### src/inc/fault_retry_pkg.sv
// Shared constants and types for the fault response and restart sequencer
package fault_retry_pkg;

	// ****************************************
	// Handling byte layout
	// ****************************************
	localparam int         CFG_W          = 8;
	localparam int         RESP_MSB       = 7;
	localparam int         RESP_LSB       = 6;
	localparam int         RETRY_MSB      = 5;
	localparam int         RETRY_LSB      = 3;
	localparam int         DELAY_MSB      = 2;
	localparam int         DELAY_LSB      = 0;
	localparam logic [7:0] CFG_RESET      = 8'h80;

	// ****************************************
	// Field encodings
	// ****************************************
	localparam logic [1:0] RESP_IGNORE    = 2'h0;
	localparam logic [1:0] RESP_DELAYED   = 2'h1;
	localparam logic [1:0] RESP_DISABLE   = 2'h2;
	localparam logic [1:0] RESP_HOLD_OFF  = 2'h3;
	localparam logic [2:0] RETRY_NONE     = 3'h0;
	localparam logic [2:0] RETRY_FOREVER  = 3'h7;

	// ****************************************
	// Timing widths
	// ****************************************
	localparam int         UNIT_TICKS_W   = 16;
	localparam int         UNIT_CNT_W     = 8;

	typedef struct packed {
		logic [1:0] response;
		logic [2:0] retries;
		logic [2:0] delayExp;
	} cfg_t;

	typedef enum logic [2:0] {
		SEQ_RUN,
		SEQ_DELAY,
		SEQ_RETRY_WAIT,
		SEQ_HOLD,
		SEQ_LATCHED,
		SEQ_CMD_OFF
	} seq_state_t;

	typedef struct packed {
		logic                     start;
		logic [2:0]               delayExp;
		logic [UNIT_TICKS_W-1:0]  unitTicks;
	} timer_req_t;

endpackage

### src/core/fault_retry_timer.sv
// Delay timer counting 2^n delay units of a programmable tick length
module fault_retry_timer (
	input  wire logic                       core_clk,
	input  wire logic                       rstSync_n,
	input  wire fault_retry_pkg::timer_req_t req,
	output logic                            busy,
	output logic                            done
);

	typedef struct packed {
		logic                                   busy;
		logic                                   done;
		logic [fault_retry_pkg::UNIT_TICKS_W-1:0] tick;
		logic [fault_retry_pkg::UNIT_CNT_W-1:0]   unit;
		logic [2:0]                             delayExp;
	} tmr_t;

	tmr_t tmr_r;
	tmr_t tmr_nxt;

	// Last unit index of a run of 2^n units
	function automatic logic [7:0] lastUnit(input logic [2:0] e);
		lastUnit = 8'((9'h001 << e) - 9'h001);
	endfunction

	always_comb begin
		tmr_nxt      = tmr_r;
		tmr_nxt.done = 1'b0;
		if (req.start) begin
			// A fresh start always restarts the count from zero
			tmr_nxt.busy     = 1'b1;
			tmr_nxt.tick     = '0;
			tmr_nxt.unit     = '0;
			tmr_nxt.delayExp = req.delayExp;
		end else if (tmr_r.busy) begin
			// A zero unit length is treated as one cycle
			if (tmr_r.tick + 16'h0001 >= req.unitTicks) begin
				tmr_nxt.tick = '0;
				if (tmr_r.unit == lastUnit(tmr_r.delayExp)) begin
					tmr_nxt.busy = 1'b0;
					tmr_nxt.done = 1'b1;
				end else begin
					tmr_nxt.unit = tmr_r.unit + 8'h01;
				end
			end else begin
				tmr_nxt.tick = tmr_r.tick + 16'h0001;
			end
		end
	end

	always_ff @(posedge core_clk or negedge rstSync_n) begin
		if (!rstSync_n) begin
			tmr_r <= '0;
		end else begin
			tmr_r <= tmr_nxt;
		end
	end

	assign busy = tmr_r.busy;
	assign done = tmr_r.done;

endmodule

### src/core/fault_response_retry.sv
// Fault response and restart sequencer for one monitored output fault
module fault_response_retry (
	input  wire logic                                   core_clk,
	input  wire logic                                   arst_n,
	input  wire logic                                   faultIn,
	input  wire logic                                   cfgWrite,
	input  wire logic [7:0]                             cfgWrData,
	output logic      [7:0]                             cfgRdData,
	input  wire logic                                   clearStatus,
	input  wire logic                                   clearFaults,
	input  wire logic                                   outputCmdOn,
	input  wire logic                                   otherShutdown,
	input  wire logic [fault_retry_pkg::UNIT_TICKS_W-1:0] unitTicks,
	output logic                                        outputEnable,
	output logic                                        faultStatus,
	output logic                                        faultLatched,
	output logic      [2:0]                             attemptCount,
	output fault_retry_pkg::seq_state_t                 seqState
);

	// ****************************************
	// Reset release
	// ****************************************
	logic [1:0] rstPipe_r;
	logic       rstSync_n;

	always_ff @(posedge core_clk or negedge arst_n) begin
		if (!arst_n) begin
			rstPipe_r <= 2'h0;
		end else begin
			rstPipe_r <= {rstPipe_r[0], 1'b1};
		end
	end

	assign rstSync_n = rstPipe_r[1];

	// ****************************************
	// State
	// ****************************************
	typedef struct packed {
		logic [1:0]                  faultSync;
		fault_retry_pkg::cfg_t       cfg;
		fault_retry_pkg::seq_state_t state;
		logic                        status;
		logic                        latched;
		logic [2:0]                  attempts;
		logic                        cmdOnPrev;
		logic                        outEn;
	} core_t;

	core_t                       core_r;
	core_t                       core_nxt;
	fault_retry_pkg::timer_req_t timerReq;
	logic                        timerBusy;
	logic                        timerDone;
	logic                        fault;
	logic                        clearEvent;
	logic                        cmdOnRise;

	// Attempts used up; the forever setting never runs out
	function automatic logic retriesSpent(input logic [2:0] limit, input logic [2:0] used);
		retriesSpent = (limit != fault_retry_pkg::RETRY_FOREVER) && (used >= limit);
	endfunction

	assign fault     = core_r.faultSync[1];
	assign cmdOnRise = outputCmdOn && !core_r.cmdOnPrev;
	// Off-then-on shows as a rising command edge
	assign clearEvent = clearStatus || clearFaults || cmdOnRise;

	fault_retry_timer u_timer (
		.core_clk  (core_clk),
		.rstSync_n (rstSync_n),
		.req       (timerReq),
		.busy      (timerBusy),
		.done      (timerDone)
	);

	// ****************************************
	// Sequencer
	// ****************************************
	always_comb begin
		core_nxt           = core_r;
		timerReq.start     = 1'b0;
		timerReq.delayExp  = core_r.cfg.delayExp;
		timerReq.unitTicks = unitTicks;

		core_nxt.faultSync = {core_r.faultSync[0], faultIn};
		core_nxt.cmdOnPrev = outputCmdOn;
		if (cfgWrite) begin
			core_nxt.cfg = fault_retry_pkg::cfg_t'(cfgWrData);
		end

		// Status: a fault in the clearing cycle still sets it
		if (clearStatus || clearFaults) begin
			core_nxt.status = 1'b0;
		end
		if (fault) begin
			core_nxt.status = 1'b1;
		end

		case (core_r.state)
			fault_retry_pkg::SEQ_RUN: begin
				if (fault) begin
					case (core_r.cfg.response)
						fault_retry_pkg::RESP_IGNORE: begin
							core_nxt.state = fault_retry_pkg::SEQ_RUN;
						end
						fault_retry_pkg::RESP_DELAYED: begin
							core_nxt.state = fault_retry_pkg::SEQ_DELAY;
							timerReq.start = 1'b1;
						end
						fault_retry_pkg::RESP_DISABLE: begin
							core_nxt.outEn = 1'b0;
							if (core_r.cfg.retries == fault_retry_pkg::RETRY_NONE) begin
								core_nxt.state   = fault_retry_pkg::SEQ_LATCHED;
								core_nxt.latched = 1'b1;
							end else begin
								core_nxt.state = fault_retry_pkg::SEQ_RETRY_WAIT;
								timerReq.start = 1'b1;
							end
						end
						default: begin
							core_nxt.outEn = 1'b0;
							core_nxt.state = fault_retry_pkg::SEQ_HOLD;
						end
					endcase
				end
			end
			fault_retry_pkg::SEQ_DELAY: begin
				if (timerDone) begin
					if (!fault) begin
						core_nxt.state = fault_retry_pkg::SEQ_RUN;
					end else if (core_r.cfg.retries == fault_retry_pkg::RETRY_NONE) begin
						core_nxt.outEn   = 1'b0;
						core_nxt.state   = fault_retry_pkg::SEQ_LATCHED;
						core_nxt.latched = 1'b1;
					end else begin
						core_nxt.outEn = 1'b0;
						core_nxt.state = fault_retry_pkg::SEQ_RETRY_WAIT;
						timerReq.start = 1'b1;
					end
				end
			end
			fault_retry_pkg::SEQ_RETRY_WAIT: begin
				// An attempt is made each time the spacing delay runs out
				if (timerDone) begin
					if (!fault) begin
						core_nxt.outEn    = 1'b1;
						core_nxt.state    = fault_retry_pkg::SEQ_RUN;
						core_nxt.attempts = 3'h0;
					end else if (retriesSpent(core_r.cfg.retries,
							core_r.attempts + 3'h1)) begin
						core_nxt.attempts = core_r.attempts + 3'h1;
						core_nxt.state    = fault_retry_pkg::SEQ_LATCHED;
						core_nxt.latched  = 1'b1;
					end else begin
						// Saturate so the forever setting cannot wrap the count
						if (core_r.attempts != 3'h7) begin
							core_nxt.attempts = core_r.attempts + 3'h1;
						end
						timerReq.start = 1'b1;
					end
				end
			end
			fault_retry_pkg::SEQ_HOLD: begin
				if (!fault) begin
					core_nxt.outEn = 1'b1;
					core_nxt.state = fault_retry_pkg::SEQ_RUN;
				end
			end
			fault_retry_pkg::SEQ_LATCHED: begin
				if (clearEvent) begin
					core_nxt.state    = fault_retry_pkg::SEQ_RUN;
					core_nxt.latched  = 1'b0;
					core_nxt.attempts = 3'h0;
					core_nxt.outEn    = 1'b1;
				end
			end
			fault_retry_pkg::SEQ_CMD_OFF: begin
				if (outputCmdOn) begin
					core_nxt.state    = fault_retry_pkg::SEQ_RUN;
					core_nxt.latched  = 1'b0;
					core_nxt.attempts = 3'h0;
					core_nxt.outEn    = 1'b1;
				end
			end
			default: begin
				core_nxt.state = fault_retry_pkg::SEQ_LATCHED;
				core_nxt.outEn = 1'b0;
			end
		endcase

		// Off command and outside shutdown override every sequence
		if (!outputCmdOn) begin
			core_nxt.state    = fault_retry_pkg::SEQ_CMD_OFF;
			core_nxt.outEn    = 1'b0;
			core_nxt.attempts = 3'h0;
			timerReq.start    = 1'b0;
		end else if (otherShutdown) begin
			core_nxt.state   = fault_retry_pkg::SEQ_LATCHED;
			core_nxt.latched = 1'b1;
			core_nxt.outEn   = 1'b0;
			timerReq.start   = 1'b0;
		end
	end

	always_ff @(posedge core_clk or negedge rstSync_n) begin
		if (!rstSync_n) begin
			core_r           <= '0;
			core_r.cfg       <= fault_retry_pkg::cfg_t'(fault_retry_pkg::CFG_RESET);
			core_r.state     <= fault_retry_pkg::SEQ_CMD_OFF;
			// Idle level of the on command, so reset shows no false edge
			core_r.cmdOnPrev <= 1'b1;
		end else begin
			core_r <= core_nxt;
		end
	end

	// ****************************************
	// Outputs
	// ****************************************
	assign cfgRdData    = core_r.cfg;
	assign outputEnable = core_r.outEn;
	assign faultStatus  = core_r.status;
	assign faultLatched = core_r.latched;
	assign attemptCount = core_r.attempts;
	assign seqState     = core_r.state;

endmodule

### config.mk
export PLATFORM = sky130hd
export DESIGN_NAME = fault_response_retry
export DESIGN_NICKNAME = d
export VERILOG_FILES = /design/src/inc/fault_retry_pkg.sv /design/src/core/fault_retry_timer.sv /design/src/core/fault_response_retry.sv
export SDC_FILE = /design/constraint.sdc
export NUM_CORES = 1
export LEC_CHECK = 0
export ABC_CLOCK_PERIOD_IN_PS = 1880
export BUFFER_PORTS_ARGS = -buffer_cell sky130_fd_sc_hd__buf_2
export CORE_MARGIN = 5
export CORE_UTILIZATION = 50
export DETAILED_ROUTE_END_ITERATION = 6
export PLACE_DENSITY = 0.77
export SYNTH_ARGS = -nofsm -noshare
export SYNTH_HDL_FRONTEND = slang
export SYNTH_SLANG_ARGS = --single-unit
### constraint.sdc
create_clock -name core_clk -period 1.88 [get_ports core_clk]
set_input_delay 0.376 -clock core_clk [delete_from_list [all_inputs] [get_ports core_clk]]
set_output_delay 0.376 -clock core_clk [all_outputs]
set_load 0.02 [all_outputs]
## Yosys cells after proc, flatten, opt, wreduce, memory -nomap -nowiden

Cells that the tools add are included.

- Register bits after elaboration: 51
- Input bits: 32

- Muxes and demuxes: 63
- Eq/ne operators: 23
- Reductions and logical operators: 16
- $add $sub $neg: 4
- Shift operators: 1
- $lt $le $gt $ge: 2

Operator list:

| kind | count |
|---|---|
| 2-to-1 mux 3 bit | 15 |
| 2-to-1 mux 1 bit | 31 |
| 2-to-1 mux 26 bit | 1 |
| 2-to-1 mux 24 bit | 1 |
| != test 4 bit (second input constant) | 5 |
| case mux 3 bit (3 select lines) | 2 |
| case mux 3 bit (6 select lines) | 1 |
| adder 16 x 1 -> 16 bit (second input constant) | 1 |
| >= comparator 16 bit | 1 |
| 2-to-1 mux 16 bit | 1 |
| 2-to-1 mux 8 bit | 2 |
| 2-to-1 mux 4 bit | 3 |
| AND reduction 6 bit | 2 |
| != test 5 bit (second input constant) | 2 |
| != test 3 bit (second input constant) | 3 |
| adder 8 x 1 -> 8 bit (second input constant) | 1 |
| equality test 8 bit | 1 |
| != test 4 x 3 -> 1 bit (second input constant) | 2 |
| left shift 1 x 3 -> 8 bit (first input constant) | 1 |
| subtractor 8 x 1 -> 8 bit (second input constant) | 1 |
| equality test 3 x 2 -> 1 bit (second input constant) | 2 |
| equality test 3 bit (second input constant) | 2 |
| zero test 3 bit | 2 |
| case mux 1 bit (6 select lines) | 1 |
| 20 further kinds | 25 |

## Logic depth before layout (Yosys ltp)

Gate-level depths: netlist of run 1.

- Word-level depth: 11
- Depth in mapped cells: 15

## Cells and area by module

From an unflattened synthesis of run 1, not the netlist that was laid out.

- Cell total of the unflattened synthesis: 390
- Area, all modules: 3618.5 um^2

Modules (own cells, without submodules):

| module | seq. area each (um^2) | area each (um^2) | times used | cells an instance |
|---|---|---|---|---|
| fault_retry_timer | 725.7 | 2214.6 | 1 | 242 |
| fault_response_retry | 555.5 | 1403.8 | 1 | 148 |

## Worst setup path before layout of run 1

Ideal clock, no wire load.

- Kind: register -> register
- Start: reg u_timer.tmr_r[17] in the netlist's numbering
- End: reg u_timer.tmr_r[8] in the netlist's numbering
- Setup slack: -1347 ps
- Required time: 1803 ps
- Cell stages (with the launch flop): 15
- Arrival: 3150 ps
- Path buffers: 2
- Path through: dfrtp_1 clkbuf_1 nand3_1 nor3_2 nand3_1 nor2_1 xor2_1 ha_1 nand4_1 or3_1 o211ai_1 a21oi_1 buf_2 or4_1 a21oi_1

- Cells in the longest elaborated chain, start to end: 4

Ends and longest elaborated chain:

| element | line | RTL |
|---|---|---|
| start, declared | fault_retry_timer.sv:18 | `tmr_t tmr_r;` |
| start signal, assigned | fault_retry_timer.sv:55 | `tmr_r <= tmr_nxt;` |
| adder 16 x 1 -> 16 bit | fault_retry_timer.sv:37 | `if (tmr_r.tick + 16'h0001 >= req.unitTicks) begin` |
| >= comparator 16 bit | fault_retry_timer.sv:37 |  |
| nonzero test 2 bit (no source line) | - |  |
| AND reduction 3 bit (no source line) | - |  |

No other way between the ends.
A chain may end at the register's enable or synchronous reset.

==> results of run 1 <==
-- cells in the mapped netlist, types with 5 or more instances --
cell / n / area [µm²]
nor2_1: 14 / 52.6
nand2b_1: 8 / 50.1
buf_4: 15 / 113
nor3_1: 7 / 35.0
a31oi_1: 8 / 50.1
clkbuf_1: 12 / 45.0
nand4_1: 6 / 37.5
and3_1: 8 / 50.1
ha_1: 28 / 350
or4_1: 12 / 90.1
or3_1: 5 / 31.3
xnor2_1: 12 / 105
nand2_1: 49 / 184
dfrtp_1: 47 / 1180
a21oi_1: 26 / 130
xor2_1: 9 / 78.8
nand3_1: 24 / 120
inv_1: 27 / 101
nand3b_1: 5 / 37.5
o21ai_0: 15 / 75.1
o31ai_1: 7 / 52.6
-- sequential cells by signal, summed over array words and instances, names as in the netlist --
name / count
attemptCount: 3
seqState: 3
outputEnable: 1
u_timer.done: 1
faultStatus: 1
faultLatched: 1
core_nxt: 1
core_r: 2
u_timer.tmr_r: 27
u_timer.busy: 1
rstPipe_r: 2
cfgRdData: 8
-- area by class of cell --
| class | count | area (µm²) |
|---|---|---|
| multi-input combinational | 312 | 2440 |
| timing repair buffer | 152 | 1170 |
| fill | 492 | 2050 |
| clock inverter | 2 | 12.5 |
| sequential | 51 | 1280 |
| inverter | 27 | 101 |
| clock buffer | 6 | 72.6 |
| tap | 99 | 124 |
-- stage by stage --
step / utilization / area (µm²) / hold WS, ns / power, mW / instances
global placement: 0.632 / 4580 / 0.161 / 2.64 / 614
global route: 0.718 / 5200 / 0.149 / 3.71 / 649
finish: 0.718 / 5200 / 0.165 / 3.50 / 649
detailed placement: 0.632 / 4580 / 0.163 / 2.70 / 614
CTS: 0.704 / 5110 / 0.162 / 3.44 / 646
floorplan: - / 3810 / 0.0804 / 2.21 / 421
-- metal layers --
metal / vias up / track usage / part of all wire / wire [µm]
met5: - / 0 / 0 / 0
li1: 1772 / - / - / -
met3: 31 / 0.0407 / 0.057 / 621
met4: 0 / 0.0806 / 0.022 / 241
met2: 144 / 0.421 / 0.52 / 5730
met1: 1851 / 0.285 / 0.40 / 4360
-- cells by family (layout without fill, tap and decap cells) --
family / count (synthesis) / count (layout) / share of synthesized area
flip-flops: 51 / 51 / 0.345
other: 1 / 1 / 0.00101
AO/OA/AOI/OAI: 93 / 94 / 0.166
buffers and inverters: 59 / 187 / 0.0798
multiplexers: 7 / 7 / 0.0202
AND/OR/NAND/NOR: 161 / 161 / 0.245
adder cells (fa/ha/maj): 28 / 28 / 0.0942
XOR/XNOR: 21 / 21 / 0.0495
-- final timing paths --
check / from / to / cells past startpoint
setup reg to reg: u_timer.tmr_r[18] / u_timer.done / 14
min in group asynchronous: rstPipe_r[1] / u_timer.tmr_r[6] / 0
hold reg to reg: rstPipe_r[1] / u_timer.tmr_r[6] / 0
max in group asynchronous: rstPipe_r[1] / core_r[1] / 1
hold / removal: faultIn / core_nxt[19] / 1
setup / recovery: u_timer.tmr_r[18] / u_timer.done / 14
-- repair_timing --
action	in CTS	in global routing
pin swaps	37	11
hold buffers	1	0
setup buffers	18	3
gates resized for setup	42	12
setup endpoints to repair	36	37
hold endpoints to repair	2	0
cloned	5	0
-- power by group --
part	internal, mW	switching (mW)	leakage [nW]
sequential	1.21	0.0848	0.652
clock	0.262	0.390	0.0412
combinational	0.737	0.818	1.80
==> qor.csv, run 1 <==
metric,value,unit
Pre-antenna DRT Iters,5,
worst reg2reg setup slack,-1.34,ns
area delta synth->final,40.0,%
"Distinct cells, synth",63,
DR vias,3798,
# rows,31,
Top Ports,49,
"slowest stage delay, CP",0.42,ns
Lkg Pwr,2.49,nW
Setup Skew,0.0127,ns
fmax,0.310,GHz
CP startpoint kind,flop,
Post-DRT Antenna Nets,0,
CTS Buf Count,5,
Yosys warnings,0,
crit path cell chain,nand4_1 > nor3_4 > nand3_2 > xnor2_2 > ha_1 > nand4_1 > or3_1 > o211ai_1 > a21oi_2 > buf_6 > buf_4 > buf_6 > nor4_4 > and3_1,
Yosys reg bits,51,
"Slew Viols, Final",0,
setup slack at placement,-1.26,ns
Synth Area per Inst,8.83,µm²
global-route wire length before repair,17.3,mm
failing checks,negative setup slack,
CP required,2.12,ns
DRC,0,
CTS tree,done,
die height,96.2,µm
H-Tree Depth,2,
CTS sink cnt,51,
Starting Density,0.513,
largest net degree at the start of global routing,29,
die span in x,96.2,µm
Post-Syn Area,0.00372,mm²
cells after synthesis,421,
grt ovf,0,
hpwl dp,7.01,mm
RSZ-0062 raised after global routing,yes,
via/cell ratio,5.85,
measured slew at the worst slew-check pin,0.860,ns
"most common cell after layout, fill and taps aside",buf_4,
CTS Buffer Depth,2,
1st-iter DRT viols,208,
Placer Congestion,0.861,
share of cells above drive strength 1,0.405,
number of port buffers,48,
Skew-Pair Late Insertion Delay,0.31,ns
Layout Nets,609,
leading register cell type out of synthesis,dfrtp_1,
Worst Path Buf+Inv,3,
Core ar.,0.00725,mm²
Total Wirelength,11.0,mm
Post-synth ARST share,1.00,
Hold Path Class,primary input to flop,
Final Hold Vio Count,0,
syn nets,481,
initial antenna violation count,0,
CTS root buffer,clkbuf_8,
fin crit period,3.22,ns
CP Class,flop to flop,
crit-path max FO,7,
die area,0.00926,mm²
vias in the first global route,3782,
average wire per standard cell,16.9,µm
power density over the cells,673,mW/mm²
CP top delay family,simple AND/OR/NAND/NOR gates,
status,"finished, violations left",
final setup vio count,36,
"Seq/Total Area, Yosys",0.345,
critical path endpoint category,flop,
"EDFF count, synth",0,
VDD IR max,0.498,mV
max_cap viols,0,
Worst EP arrival,3.46,ns
Sum Neg Setup Slack,-33.84,ns
Relative slew margins,0.422,
ANT cells,0,
period utilisation layout,1.71,
Crit-path slowest cell,dfrtp_1,
clock-pin transition on the worst setup and hold timing paths,0.11,ns
gr usage total,0.236,
most frequent cells in the layout,"buf_4 (89), buf_2 (48), dfrtp_1 (46), nand2_1 (44), inv_1 (26)",
Setup WS post-layout,-1.34,ns
Power figures use the tool's default switching activity.
==> run 2: changes to the inputs <==
--- a/config.mk
+++ b/config.mk
@@ -10,6 +10,7 @@
 export CORE_MARGIN = 5
 export CORE_UTILIZATION = 50
 export DETAILED_ROUTE_END_ITERATION = 6
+export GPL_TIMING_DRIVEN = 0
 export PLACE_DENSITY = 0.77
 export SYNTH_ARGS = -nofsm -noshare
 export SYNTH_HDL_FRONTEND = slang
==> qor.csv, run 2 (same netlist as run 1, synthesis figures left out) <==
metric,value,unit
critical path endpoint category,flop,
gr usage total,0.214,
# rows,31,
Post-Layout Cell Count,617,
ANT cells,0,
CP startpoint kind,flop,
fin crit period,3.33,ns
placed cell count,569,
reg2reg end,u_timer.done,
Top Ports,49,
Skew-Pair Late Insertion Delay,0.31,ns
DR vias,3684,
Setup WS post-layout,-1.45,ns
Worst Min Path Start,faultIn,
most frequent cells in the layout,"buf_2 (50), buf_4 (48), nand2_1 (47), dfrtp_1 (41), inv_1 (27)",
Hold Path Class,primary input to flop,
CTS Buf Count,5,
crit path cell chain,buf_8 > nand4_1 > buf_4 > nor2_1 > and4_1 > xor2_1 > ha_1 > nand4_1 > or3_1 > o211ai_1 > a21oi_2 > buf_6 > buf_4 > nor4_4 > and3_1,
Biggest register,u_timer.tmr_r,
Sum Neg Setup Slack,-37.48,ns
cell depth of the worst flop-to-flop path,15,
Relative slew margins,0.572,
Post-DRT Antenna Nets,0,
CTS tree,done,
CTS root buffer,clkbuf_8,
worst hold slack,0.177,ns
area delta synth->final,34.3,%
status,"finished, violations left",
Worst Setup SP,u_timer.tmr_r[17],
Worst Hold End,core_nxt[19],
Crit-path slowest cell,dfrtp_1,
H-Tree Depth,2,
RR Startpoint,u_timer.tmr_r[17],
global-route wire length before repair,15.9,mm
CP top delay family,simple AND/OR/NAND/NOR gates,
Layout Nets,577,
CTS sink cnt,51,
"most common cell after layout, fill and taps aside",buf_2,
Placer Congestion,0.868,
Core ar.,0.00725,mm²
measured slew at the worst slew-check pin,0.642,ns
failing checks,negative setup slack,
CTS Buffer Depth,2,
Total Wirelength,10.4,mm
CP required,2.14,ns
crit-path max FO,7,
"slowest stage delay, CP",0.38,ns
vias in the first global route,3582,
worst reg2reg setup slack,-1.45,ns
die span in x,96.2,µm
Lkg Pwr,2.30,nW
VDD IR max,0.406,mV
Placed Area,0.00420,mm²
largest net degree at the start of global routing,26,
final setup vio count,36,
die area,0.00926,mm²
1st-iter DRT viols,269,
DRC,0,
Final Hold Vio Count,0,
cell area after layout,0.00499,mm²
RSZ-0062 raised after global routing,yes,
number of port buffers,48,
period utilisation layout,1.77,
max FFs per register,27,
CP Class,flop to flop,
Starting Density,0.513,
Setup Skew,0.00941,ns
share of cells above drive strength 1,0.380,
max_cap viols,0,
power density over the cells,724,mW/mm²
hpwl dp,6.47,mm
Worst Path Buf+Inv,4,
Pre-antenna DRT Iters,5,
average wire per standard cell,16.9,µm
fmax,0.301,GHz
Worst EP arrival,3.58,ns
initial antenna violation count,0,
"Slew Viols, Final",0,
die height,96.2,µm
grt ovf,0,
hold path cells,1,
via/cell ratio,5.97,
clock-pin transition on the worst setup and hold timing paths,0.10,ns
## run 2: cell types whose count changed in the layout (fill, tap and decap cells not counted), moves of 4 or more
cell      before  now
buf_4         89   48
dfrtp_1       46   41
clkbuf_1       1    5
dfrtp_2        1    6
## run 2: cell type report
| class | count | area (µm²) |
|---|---|---|
| Timing Repair Buffer | 89 | 589 |
| Multi-Input combinational cell | 312 | 2530 |
| Fill cell | 537 | 2260 |
| Buffer | 31 | 239 |
| Inverter | 27 | 101 |
| Clock inverter | 2 | 35.0 |
| Clock buffer | 6 | 82.6 |
| Tap cell | 99 | 124 |
| Sequential cell | 51 | 1290 |
## run 2: how the worst max path moves through the flow
stage / to / slack (ns) / cells after the start
2_1_floorplan: u_timer.tmr_r[8] / -1.16 / 13
3_3_place_gp: u_timer.tmr_r[24] / -1.61 / 14
3_5_place_dp: u_timer.tmr_r[26] / -1.77 / 14
4_1_cts: u_timer.tmr_r[8] / -1.32 / 13
5_1_grt: u_timer.done / -1.54 / 15
6_report: u_timer.done / -1.45 / 15
## run 2: repair_timing
action / in CTS / in global routing
gates cloned: 3 / 0
hold endpoints to repair: 2 / 0
setup buffers: 28 / 11
resized for setup: 40 / 43
hold buffers: 1 / 0
setup endpoints to repair: 37 / 37
pin swaps: 26 / 26
## run 2: power breakdown
group,total (mW),internal [mW],leakage (nW),switching [mW]
Sequential,1.35,1.22,0.645,0.130
Combinational,1.45,0.668,1.59,0.784
Clock,0.818,0.432,0.0612,0.387
## run 2: per-layer routing
layer	GRT usage	vias up	wire (µm)
li1	-	1707	-
met1	0.270	1784	4220
met2	0.371	167	5310
met3	0.0328	26	682
met4	0.0723	0	187
met5	0	-	0
## run 2: stage by stage
step                      worst slack [ns]  utilization  power, mW
after global routing                 -1.54        0.688       3.83
after floorplan                      -1.16            -       2.21
final                                -1.45        0.688       3.62
after detailed placement             -1.77        0.579       2.47
after global placement               -1.61        0.576       2.42
after CTS                            -1.32        0.654       3.42
==> run 3: changes to the inputs <==
--- a/config.mk
+++ b/config.mk
@@ -5,13 +5,14 @@
 export SDC_FILE = /design/constraint.sdc
 export NUM_CORES = 1
 export LEC_CHECK = 0
-export ABC_CLOCK_PERIOD_IN_PS = 1880
+export ABC_CLOCK_PERIOD_IN_PS = 3900
 export BUFFER_PORTS_ARGS = -buffer_cell sky130_fd_sc_hd__buf_2
 export CORE_MARGIN = 5
 export CORE_UTILIZATION = 50
 export DETAILED_ROUTE_END_ITERATION = 6
 export GPL_TIMING_DRIVEN = 0
 export PLACE_DENSITY = 0.77
+export SKIP_LAST_GASP = 1
 export SYNTH_ARGS = -nofsm -noshare
 export SYNTH_HDL_FRONTEND = slang
 export SYNTH_SLANG_ARGS = --single-unit
==> constraint.sdc (replaced) <==
create_clock -name core_clk -period 3.9 [get_ports core_clk]
set_input_delay 0.78 -clock core_clk [delete_from_list [all_inputs] [get_ports core_clk]]
set_output_delay 0.78 -clock core_clk [all_outputs]
set_load 0.02 [all_outputs]
==> qor.csv, run 3 (same netlist as run 1, synthesis figures left out) <==
metric,value,unit
crit-path max FO,10,
area delta synth->final,13.3,%
die span in x,96.2,µm
total chip power,1.48,mW
max FFs per register,27,
met2 wire len,4.08,mm
CTS tree,done,
CTS Buf Count,5,
Pre-antenna DRT Iters,4,
Core ar.,0.00725,mm²
CP top delay family,simple AND/OR/NAND/NOR gates,
largest net degree at the start of global routing,38,
measured slew at the worst slew-check pin,0.914,ns
met1 wire length,3.74,mm
RSZ-0062 raised after global routing,no,
status,"complete, no violations",
DRC,0,
ANT cells,0,
CTS root buffer,clkbuf_8,
Relative slew margins,0.375,
VDD IR max,0.247,mV
Worst EP arrival,3.86,ns
number of port buffers,48,
fin crit period,3.62,ns
die height,96.2,µm
number of fill cells in the layout,643,
period utilisation layout,0.929,
crit path cell chain,nand4_1 > nor3_4 > nand3_1 > nor2_2 > xor2_1 > ha_1 > nand4_1 > or3_1 > o211ai_1 > a21oi_1 > buf_2 > or4_1 > a21oi_1,
fmax,0.276,GHz
via/cell ratio,5.70,
Placer Congestion,0.868,
grt ovf,0,
DR vias,3289,
most frequent cells in the layout,"buf_2 (51), nand2_1 (49), dfrtp_1 (46), ha_1 (28), inv_1 (27)",
Hold Path Class,flop to asynchronous set/reset pin,
CP Class,flop to flop,
critical path endpoint category,flop,
Post-DRT Antenna Nets,0,
Total Wirelength,8.37,mm
Final Hold Vio Count,0,
CP startpoint kind,flop,
# rows,31,
max_cap viols,0,
Biggest register,u_timer.tmr_r,
CTS Buffer Depth,2,
"slowest stage delay, CP",0.51,ns
Starting Density,0.513,
CP required,4.13,ns
Lkg Pwr,2.01,nW
"most common cell after layout, fill and taps aside",buf_2,
power density over the cells,351,mW/mm²
hpwl dp,6.34,mm
Setup Skew,0.00635,ns
H-Tree Depth,2,
average wire per standard cell,14.5,µm
Skew-Pair Late Insertion Delay,0.30,ns
Top Ports,49,
die area,0.00926,mm²
gr usage total,0.188,
"Slew Viols, Final",0,
global-route wire length before repair,13.6,mm
met3 WL,447,µm
Worst Path Buf+Inv,1,
initial antenna violation count,0,
final setup vio count,0,
1st-iter DRT viols,146,
highest routed layer,met4,
Layout Nets,537,
vias in the first global route,3069,
clock-pin transition on the worst setup and hold timing paths,0.09,ns
share of cells above drive strength 1,0.211,
CTS sink cnt,51,
Sum Neg Setup Slack,0,ns
Crit-path slowest cell,or4_1,
## run 3: worst register-to-register path: cells and delay by family, from the launching register on
family	cells	cell delay, ns
AO/OA/AOI/OAI	3	0.48
flip-flops	1	0.47
AND/OR/NAND/NOR	7	2.02
buffers and inverters	1	0.21
XOR/XNOR	1	0.09
adder cells (fa/ha/maj)	1	0.29
## run 3: area by class of cell
cell class	count	area, µm²	area share
Multi-Input combinational cell	311	2150	0.512
Sequential cell	51	1280	0.305
Timing Repair Buffer	50	268	0.0636
Buffer	31	199	0.0473
Tap cell	99	124	0.0294
Inverter	27	101	0.0241
Clock buffer	7	76.3	0.0181
Clock inverter	1	5.00	0.00119
## run 3: metrics by stage
stage	worst slack, ns	std cells	utilization	area [µm²]	hold slack (ns)
floorplan	0.673	421	-	3720	0.331
global placement	0.0831	568	0.563	4080	0.334
detailed placement	-0.0135	569	0.566	4100	0.170
CTS	0.134	577	0.577	4190	0.178
global route	0.00384	577	0.580	4210	0.194
finish	0.278	577	0.580	4210	0.165
## run 3: power by group
| part | leakage [nW] | internal, mW | switching, mW | total [mW] |
|---|---|---|---|---|
| clock network | 0.0422 | 0.126 | 0.170 | 0.297 |
| logic | 1.32 | 0.242 | 0.284 | 0.526 |
| registers | 0.652 | 0.584 | 0.0731 | 0.657 |
## run 3: timing repair
action | CTS | global route
endpoints found under the setup margin | 10 | 20
hold buffers | 0 | 0
resized for setup | 2 | 7
buffers inserted | 0 | 1
pin swaps | 0 | 1
## run 3: path summary, 6_finish.rpt
check	start	to	slack [ns]	depth (start not counted)
worst min-delay path	rstPipe_r[1]	cfgRdData[5]	0.17	0
min in group core_clk	core_nxt[19]	core_r[19]	0.36	0
worst max-delay path	u_timer.tmr_r[16]	u_timer.tmr_r[6]	0.28	13
max in group asynchronous	rstPipe_r[1]	cfgRdData[7]	3.17	1
worst max register to register	u_timer.tmr_r[16]	u_timer.tmr_r[6]	0.28	13
worst min register to register	rstPipe_r[1]	cfgRdData[5]	0.17	0
## run 3: per-layer routing
metal,vias up,global-route usage
met4,0,0.0699
met5,-,0
met2,94,0.314
met1,1570,0.243
li1,1618,-
met3,7,0.0313
